## src/logic/clock_reset_defines.svh

```systemverilog
`ifndef CLOCK_RESET_DEFINES_SVH
`define CLOCK_RESET_DEFINES_SVH

// ==========================================================
// register byte addresses (24-bit bus address)
`define CRC_ADDR_W 24
`define CRC_OFF_CTRL 24'hfffc40
`define CRC_OFF_FAST 24'hfffc42
`define CRC_OFF_SLOW 24'hfffc44
`define CRC_OFF_AUX 24'hfffc46

// ==========================================================
// control register bit positions
`define CRC_BIT_SLOW_SEL 0
`define CRC_BIT_FAST_SEL 1
`define CRC_BIT_PLL_PWD 2
`define CRC_BIT_AUX1_EN 3
`define CRC_BIT_AUX2_EN 4
`define CRC_BIT_POR 5

// ==========================================================
// fast prescaler fields and reset values
`define CRC_DIV_LSB 0
`define CRC_DIV_MSB 3
`define CRC_MUL_LSB 4
`define CRC_MUL_MSB 6
`define CRC_FAST_RESET 8'h4f
`define CRC_FAST_PROGRAMMING_MODE_RESET 8'h0f
`define CRC_SLOW_RESET 8'hb6
`define CRC_AUX_RESET 8'hff

// ==========================================================
// power-up countdown
`define CRC_POR_W 14
`define CRC_POR_PRESET 14'h3fff

`endif

```

## src/logic/clock_reset_pkg.sv

```systemverilog
package clock_reset_pkg;
   // pll multiplier codes; others are reserved
   typedef enum logic [2:0] {
      mul_x3 = 3'b011,
      mul_x4 = 3'b100,
      mul_x5 = 3'b101
   } pll_mul_e;

   // power-up sequencer states
   typedef enum logic [1:0] {
      por_wait_osc = 2'b00,
      por_count = 2'b01,
      por_done = 2'b10
   } por_state_e;
endpackage

```

## src/logic/clock_reset_control.sv

```systemverilog
`timescale 1ns/10ps
`include "clock_reset_defines.svh"

// Contract
// - preset 14-bit countdown, decrement after oscillator stable
// - reset releases at zero, held by pin
// - slow select: 0 prescaled main, 1 oscillator
// - fast select: 0 pll, 1 main, resets 1
// - switch to pll ignored while powered down
// - fast select reads 1 until pll locks
// - pll power-down bit, resets to 1
// - setting power-down ignored while on pll
// - aux clock 1 needs enable and stable main
// - aux clock 2 needs enable and stable main
// - power-on flag cleared by writing 0 only
// - control register bit layout, bits 7:6 reserved
// - system clock divided by divisor plus one
// - fast prescaler resets 4f except programming mode
// - multiplier codes 3,4,5; reset code 100
// - four registers at fffc40 to fffc46
module clock_reset_control (
   input wire logic mclk_i,
   input wire logic srst_i,
   input wire logic ext_reset_n_i,
   input wire logic osc_stable_i,
   input wire logic main_stable_i,
   input wire logic pll_locked_i,
   input wire logic slow_osc_tick_i,
   input wire logic programming_mode_i,
   input wire logic [`CRC_ADDR_W-1:0] addr_i,
   input wire logic [7:0] wdata_i,
   input wire logic wr_i,
   input wire logic rd_i,
   output logic [7:0] rdata_o,
   output logic int_reset_o,
   output logic pll_power_down_o,
   output logic [2:0] pll_mul_o,
   output logic fast_source_select_o,
   output logic slow_source_select_o,
   output logic sys_clk_en_o,
   output logic slow_clk_en_o,
   output logic aux1_clk_en_o,
   output logic aux2_clk_en_o
);
   // ==========================================================
   // register state
   logic slow_sel;
   logic fast_source_select;
   logic pll_power_down;
   logic aux1_enable;
   logic aux2_enable;
   logic por_flag;
   logic [7:0] fast_clock_prescaler;
   logic [7:0] slow_clock_prescaler;
   logic [7:0] aux_clock_prescaler;
   logic slow_half;

   // ==========================================================
   // address decode
   wire hit_ctrl = (addr_i == `CRC_OFF_CTRL);
   wire hit_fast = (addr_i == `CRC_OFF_FAST);
   wire hit_slow = (addr_i == `CRC_OFF_SLOW);
   wire hit_aux = (addr_i == `CRC_OFF_AUX);
   wire wr_ctrl = wr_i && hit_ctrl;
   wire wr_fast = wr_i && hit_fast;
   wire wr_slow = wr_i && hit_slow;
   wire wr_aux = wr_i && hit_aux;

   // ==========================================================
   // control write qualification
   wire w_slow = wdata_i[`CRC_BIT_SLOW_SEL];
   wire w_fast = wdata_i[`CRC_BIT_FAST_SEL];
   wire w_pwd = wdata_i[`CRC_BIT_PLL_PWD];
   wire w_por = wdata_i[`CRC_BIT_POR];
   // request to leave main clock is ignored unless pll is on and locked
   wire fast_clear_ok = !pll_power_down && pll_locked_i;
   // powering down is refused while running from the pll
   wire pwd_set_ok = fast_source_select;
   wire next_fast_sel = w_fast ? 1'b1 : (fast_clear_ok ? 1'b0 : fast_source_select);
   wire next_pwd = w_pwd ? (pwd_set_ok ? 1'b1 : pll_power_down) : 1'b0;

   // ==========================================================
   // control register; por flag is set by hardware, cleared by 0
   always_ff @(posedge mclk_i) begin
      if (srst_i) begin
         slow_sel <= 1'b0;
         fast_source_select <= 1'b1;
         pll_power_down <= 1'b1;
         aux1_enable <= 1'b0;
         aux2_enable <= 1'b0;
         por_flag <= 1'b1;
      end else if (wr_ctrl) begin
         slow_sel <= w_slow;
         fast_source_select <= next_fast_sel;
         pll_power_down <= next_pwd;
         aux1_enable <= wdata_i[`CRC_BIT_AUX1_EN];
         aux2_enable <= wdata_i[`CRC_BIT_AUX2_EN];
         if (!w_por) begin
            por_flag <= 1'b0;
         end
      end
   end

   // ==========================================================
   // prescaler registers; programming mode skips the pll preset
   always_ff @(posedge mclk_i) begin
      if (srst_i) begin
         fast_clock_prescaler <= programming_mode_i ? `CRC_FAST_PROGRAMMING_MODE_RESET
                                                    : `CRC_FAST_RESET;
         slow_clock_prescaler <= `CRC_SLOW_RESET;
         aux_clock_prescaler <= `CRC_AUX_RESET;
      end else begin
         if (wr_fast) begin
            fast_clock_prescaler <= {1'b0, wdata_i[6:0]};
         end
         if (wr_slow) begin
            slow_clock_prescaler <= wdata_i;
         end
         if (wr_aux) begin
            aux_clock_prescaler <= wdata_i;
         end
      end
   end

   // ==========================================================
   // read path: data stand one cycle after the strobe
   wire [7:0] ctrl_view = {2'b00, por_flag, aux2_enable, aux1_enable,
                           pll_power_down, fast_source_select, slow_sel};
   wire [7:0] read_mux = hit_ctrl ? ctrl_view :
                         hit_fast ? fast_clock_prescaler :
                         hit_slow ? slow_clock_prescaler :
                         hit_aux ? aux_clock_prescaler : 8'h00;

   always_ff @(posedge mclk_i) begin
      if (srst_i) begin
         rdata_o <= 8'h00;
      end else begin
         rdata_o <= rd_i ? read_mux : 8'h00;
      end
   end

   // ==========================================================
   // reset sequencing
   por_sequencer u_por (
      .mclk_i(mclk_i),
      .srst_i(srst_i),
      .osc_stable_i(osc_stable_i),
      .ext_reset_n_i(ext_reset_n_i),
      .int_reset_o(int_reset_o),
      .count_o()
   );

   // ==========================================================
   // clock enables; pll path modelled as a tick on every main clock cycle
   wire fast_tick = 1'b1; // one enable per main clock cycle feeds the divider
   clock_divider #(.WIDTH(4)) u_sys_div (
      .mclk_i(mclk_i),
      .srst_i(srst_i),
      .run_i(1'b1),
      .tick_i(fast_tick),
      .div_i(fast_clock_prescaler[`CRC_DIV_MSB:`CRC_DIV_LSB]),
      .pulse_o(sys_clk_en_o)
   );

   // slow prescaler: fixed divide by two, then divisor plus one
   wire slow_pre_pulse;
   always_ff @(posedge mclk_i) begin
      if (srst_i) begin
         slow_half <= 1'b0;
      end else begin
         slow_half <= !slow_half;
      end
   end
   clock_divider #(.WIDTH(8)) u_slow_div (
      .mclk_i(mclk_i),
      .srst_i(srst_i),
      .run_i(!slow_sel),
      .tick_i(slow_half),
      .div_i(slow_clock_prescaler),
      .pulse_o(slow_pre_pulse)
   );
   assign slow_clk_en_o = slow_sel ? slow_osc_tick_i : slow_pre_pulse;

   // aux clocks stop while disabled or the main clock is unstable
   wire aux1_run = aux1_enable && main_stable_i;
   wire aux2_run = aux2_enable && main_stable_i;
   clock_divider #(.WIDTH(4)) u_aux1_div (
      .mclk_i(mclk_i),
      .srst_i(srst_i),
      .run_i(aux1_run),
      .tick_i(1'b1),
      .div_i(aux_clock_prescaler[3:0]),
      .pulse_o(aux1_clk_en_o)
   );
   clock_divider #(.WIDTH(4)) u_aux2_div (
      .mclk_i(mclk_i),
      .srst_i(srst_i),
      .run_i(aux2_run),
      .tick_i(1'b1),
      .div_i(aux_clock_prescaler[7:4]),
      .pulse_o(aux2_clk_en_o)
   );

   // ==========================================================
   // pll controls straight from the registers
   assign pll_power_down_o = pll_power_down;
   assign pll_mul_o = fast_clock_prescaler[`CRC_MUL_MSB:`CRC_MUL_LSB];
   assign fast_source_select_o = fast_source_select;
   assign slow_source_select_o = slow_sel;
endmodule // clock_reset_control

```

## src/logic/clock_divider.sv

```systemverilog
`timescale 1ns/10ps
// ==========================================================
// programmable divider: one-cycle enable every (div+1) ticks
module clock_divider #(
   parameter int WIDTH = 4
) (
   input wire logic mclk_i,
   input wire logic srst_i,
   input wire logic run_i,
   input wire logic tick_i,
   input wire logic [WIDTH-1:0] div_i,
   output logic pulse_o
);
   logic [WIDTH-1:0] count;
   wire at_end = (count >= div_i);

   // counts source ticks; a stopped divider restarts from zero
   always_ff @(posedge mclk_i) begin
      if (srst_i || !run_i) begin
         count <= '0;
         pulse_o <= 1'b0;
      end else begin
         pulse_o <= tick_i && at_end;
         if (tick_i) begin
            count <= at_end ? '0 : count + 1'b1;
         end
      end
   end
endmodule // clock_divider

```

## src/logic/por_sequencer.sv

```systemverilog
`timescale 1ns/10ps
`include "clock_reset_defines.svh"
// ==========================================================
// power-up countdown and internal reset release
module por_sequencer (
   input wire logic mclk_i,
   input wire logic srst_i,
   input wire logic osc_stable_i,
   input wire logic ext_reset_n_i,
   output logic int_reset_o,
   output logic [`CRC_POR_W-1:0] count_o
);
   clock_reset_pkg::por_state_e state;
   logic release_raw;
   logic release_s1;
   logic release_s2;

   wire at_zero = (count_o == '0);

   // countdown only moves once the oscillator is good
   always_ff @(posedge mclk_i) begin
      if (srst_i) begin
         state <= clock_reset_pkg::por_wait_osc;
         count_o <= `CRC_POR_PRESET;
      end else begin
         unique case (state)
            clock_reset_pkg::por_wait_osc: begin
               if (osc_stable_i) begin
                  state <= clock_reset_pkg::por_count;
               end
            end
            clock_reset_pkg::por_count: begin
               if (at_zero) begin
                  state <= clock_reset_pkg::por_done;
               end else begin
                  count_o <= count_o - 1'b1;
               end
            end
            clock_reset_pkg::por_done: begin
               state <= clock_reset_pkg::por_done;
            end
            default: begin
               state <= clock_reset_pkg::por_wait_osc;
            end
         endcase
      end
   end

   // pin low holds reset regardless of the count
   assign release_raw = (state == clock_reset_pkg::por_done) && ext_reset_n_i;

   // two-stage retime so downstream sees a clean release edge
   always_ff @(posedge mclk_i) begin
      if (srst_i) begin
         release_s1 <= 1'b0;
         release_s2 <= 1'b0;
      end else begin
         release_s1 <= release_raw;
         release_s2 <= release_s1;
      end
   end

   // assertion is immediate on pin low, release is retimed
   assign int_reset_o = !release_s2 || !ext_reset_n_i;
endmodule // por_sequencer

```

## config.mk

```make
export PLATFORM = sky130hd
export DESIGN_NAME = clock_reset_control
export DESIGN_NICKNAME = d
export VERILOG_FILES = /design/src/logic/clock_reset_pkg.sv /design/src/logic/clock_reset_control.sv /design/src/logic/clock_divider.sv /design/src/logic/por_sequencer.sv
export VERILOG_INCLUDE_DIRS = /design/src /design/src/logic
export SDC_FILE = /design/constraint.sdc
export NUM_CORES = 1
export LEC_CHECK = 0
export ABC_CLOCK_PERIOD_IN_PS = 2900
export BUFFER_PORTS_ARGS = -buffer_cell sky130_fd_sc_hd__buf_2
export CELL_PAD_IN_SITES_DETAIL_PLACEMENT = 0
export CELL_PAD_IN_SITES_GLOBAL_PLACEMENT = 1
export CORE_AREA = 2 2 110 112
export DETAILED_ROUTE_END_ITERATION = 12
export DIE_AREA = 0 0 112 114
export GPL_ROUTABILITY_DRIVEN = 0
export MAX_ROUTING_LAYER = met4
export PLACE_DENSITY_LB_ADDON = 0.05
export SETUP_SLACK_MARGIN = 0.1
export SLEW_MARGIN = 20
export SYNTH_ARGS = -nofsm -noshare
export SYNTH_HDL_FRONTEND = slang
export SYNTH_SLANG_ARGS = --single-unit
```

## constraint.sdc

```tcl
create_clock -name mclk_i -period 2.9 [get_ports mclk_i]
set_clock_uncertainty 0.05 [all_clocks]
set_input_delay 0 -clock mclk_i [delete_from_list [all_inputs] [get_ports mclk_i]]
set_output_delay 0 -clock mclk_i [all_outputs]
set_load 0.01 [all_outputs]
```

==> results.ini <==
[outcome]
status = complete, no violations

[cts]
clk_root_buffer_cell = clkbuf_16
cts_resized = 0
cts_setup_buffers = 0
insertion_delay_ps = 340
tritoncts = done
htree_levels = 3
cts_buffers = 9
hold_buffers = 12
path_clk_slew_ps = 60
clock_sinks = 80
cts_buffer_depth = 2

[logic_synthesis]
synth_edf_count = 7
yosysMostFrequentCell = dfxtp_1
synth_top_area_share_pct = 37.1
synth.cell_area_mm2 = 0.00394
syn_nets = 503
synth_common_cells = dfxtp_1 (73), nor2_1 (44), inv_1 (37)
synth-async-reset-ratio_pct = 0
avgSynthCellArea_um2 = 9.14
ys_ff_latch = 80
ys_warn_count = 0
synth_cell_types = 50
ys_seq_area_share_pct = 42.4
ys.flop_type = dfxtp_1
yosysTopAreaCell = dfxtp_1
ys_top_cells_by_area = dfxtp_1 (37%), ha_1 (9.5%), edfxtp_1 (5.3%), mux2i_1 (4.8%), nor2_1 (4.2%)
syn_inst = 431

[sta]
finalCriticalPeriod_ps = 2420
period_share_pct = 83.6
setup_tns_ps = 0
finalHoldViolCount = 0
slew_violations = 0
worst_slew_pin_slew_ps = 759
setup_violations = 0
rsz0062_at_grt = false
max_freq_ghz = 0.413
timing.final.ws_setup_ps = 476
relSlewSlack_pct = 48.7

[critical_path]
arrival_ps = 2640
crit_type = reg -> reg
crit_path_start_kind = flip-flop
worstPathRequired_ps = 3120
cp-end-kind = flip-flop
cp_max_fo = 4

[placement]
dp_worst_setup_slack_ps = 499
numPortBuffers = 60
dpl_cell_area_mm2 = 0.00439
hpwl_um = 7040

[finish]
finalInstanceArea_mm2 = 0.00481
area_growth_pct = 22.1
fillers = 1234
seqCellArea_mm2 = 0.00167
diodes = 0
drive_above_1_share_pct = 17.4
layout.nets = 573
multi_input_area_mm2 = 0.00204

[route]
wl_met1_um = 4660
dr_total_vias = 3196
wl_met2_um = 4300
drtIter0Drc = 119
ant_nets = 0
drt_first_pass_iters = 4
top_layer = met4
wl_met3_um = 283
wl_per_cell_um = 14.5
drc = 0
via_per_inst = 4.89
wl_um = 9440

[pwr]
power.leakage_uw = 0.00218
powerDensity_mw_per_mm2 = 551
ir_worst_vdd_mv = 0.278
total_power_uw = 2650

[die]
rows = 40
core_mm2 = 0.0117
pin_count = 61
die_area_mm2 = 0.0128
die_h_um = 114
die_w_um = 112
initial_utilization_pct = 33.6

[grt]
grt_overflow = 0
grt_util_all_layers_pct = 16.3
grt_max_degree = 36
grt_antenna_before_repair = 0
grt_pass1_vias = 3102
grt_pass1_wl_um = 15800

[job]
max_cap_violations = 0

[hold_path]
hold_class = in -> reg

-- area by class of cell --
cell class | count | share of cell area [%]
Tap cell | 147 | 3.82
Multi-Input combinational cell | 294 | 42.4
Clock inverter | 5 | 1.48
Inverter | 37 | 2.89
Timing Repair Buffer | 79 | 9.83
Sequential cell | 80 | 34.7
Clock buffer | 11 | 4.84
-- final timing paths --
| check | from | to | slack (ps) | cells past startpoint |
|---|---|---|---|---|
| worst max-delay path | u_por.count_o[0]$_SDFFE_PP1P_ | u_por.state[1]$_SDFFE_PP0P_ | 480 | 6 |
| worst max register to register | u_por.count_o[0]$_SDFFE_PP1P_ | u_por.state[1]$_SDFFE_PP0P_ | 480 | 6 |
| worst min register to register | u_por.release_s1$_SDFF_PP0_ | u_por.release_s2$_SDFF_PP0_ | 400 | 1 |
| worst min-delay path | osc_stable_i | u_por.state[1]$_SDFFE_PP0P_ | 20 | 4 |
-- per-layer routing --
layer,vias to the layer above,global-route usage [%]
li1,1660,-
met1,1471,20.7
met2,51,25.5
met3,14,2.82
met4,0,7.56
met5,-,-
-- state kept, by name (all words and copies together), names as in the netlist, 2 cells and up --
name	cells
u_por.count_o	14
u_por.state	2
rdata_o	8
u_slow_div.count	8
fast_clock_prescaler	7
u_aux1_div.count	4
slow_clock_prescaler	8
u_aux2_div.count	4
aux_clock_prescaler	8
u_sys_div.count	4
-- layout by cell type, fill, tap and decap left out, types with 8 or more instances in the layout --
| master | count |
|---|---|
| mux2i_1 | 19 |
| inv_1 | 37 |
| o21ai_0 | 14 |
| nor3_1 | 10 |
| buf_2 | 60 |
| nor2_1 | 44 |
| clkbuf_16 | 9 |
| nand2_1 | 20 |
| ha_1 | 30 |
| or4_1 | 8 |
| a21oi_1 | 25 |
| nand3_1 | 19 |
| dlygate4sd3_1 | 12 |
| nor2b_1 | 13 |
| dfxtp_1 | 73 |
-- power breakdown --
group	switching, uW	total [uW]	internal [uW]
combinational	152	268	117
clock	449	1190	746
sequential	30.3	1190	1160
-- worst max-delay path: stages (launching register included) --
cell     delay [ps]
dfxtp_1         320
inv_1           100
ha_1            200
or4b_2          650
o41ai_1         720
nand3_1         160
a21oi_1         160
-- cells by family (layout without fill, tap and decap cells) --
| kind of cell | after synthesis | after routing | share of synthesized area (%) |
|---|---|---|---|
| adder cells (fa/ha/maj) | 30 | 30 | 9.53 |
| XOR/XNOR | 13 | 13 | 2.89 |
| flip-flops | 80 | 80 | 42.4 |
| AO/OA/AOI/OAI | 74 | 74 | 12.4 |
| multiplexers | 21 | 21 | 5.40 |
| AND/OR/NAND/NOR | 156 | 156 | 21.6 |
| buffers and inverters | 57 | 132 | 5.78 |
-- stage by stage --
| step | hold WS (ps) | std cells | util [%] |
|---|---|---|---|
| after floorplan | 16.1 | 431 | - |
| after global placement | 202 | 625 | 37.5 |
| after detailed placement | 204 | 625 | 37.5 |
| after CTS | 0.671 | 653 | 41.1 |
| after global routing | 46.2 | 653 | 41.1 |
| final | 20.7 | 653 | 41.1 |
(Power assumes the default switching activity.)
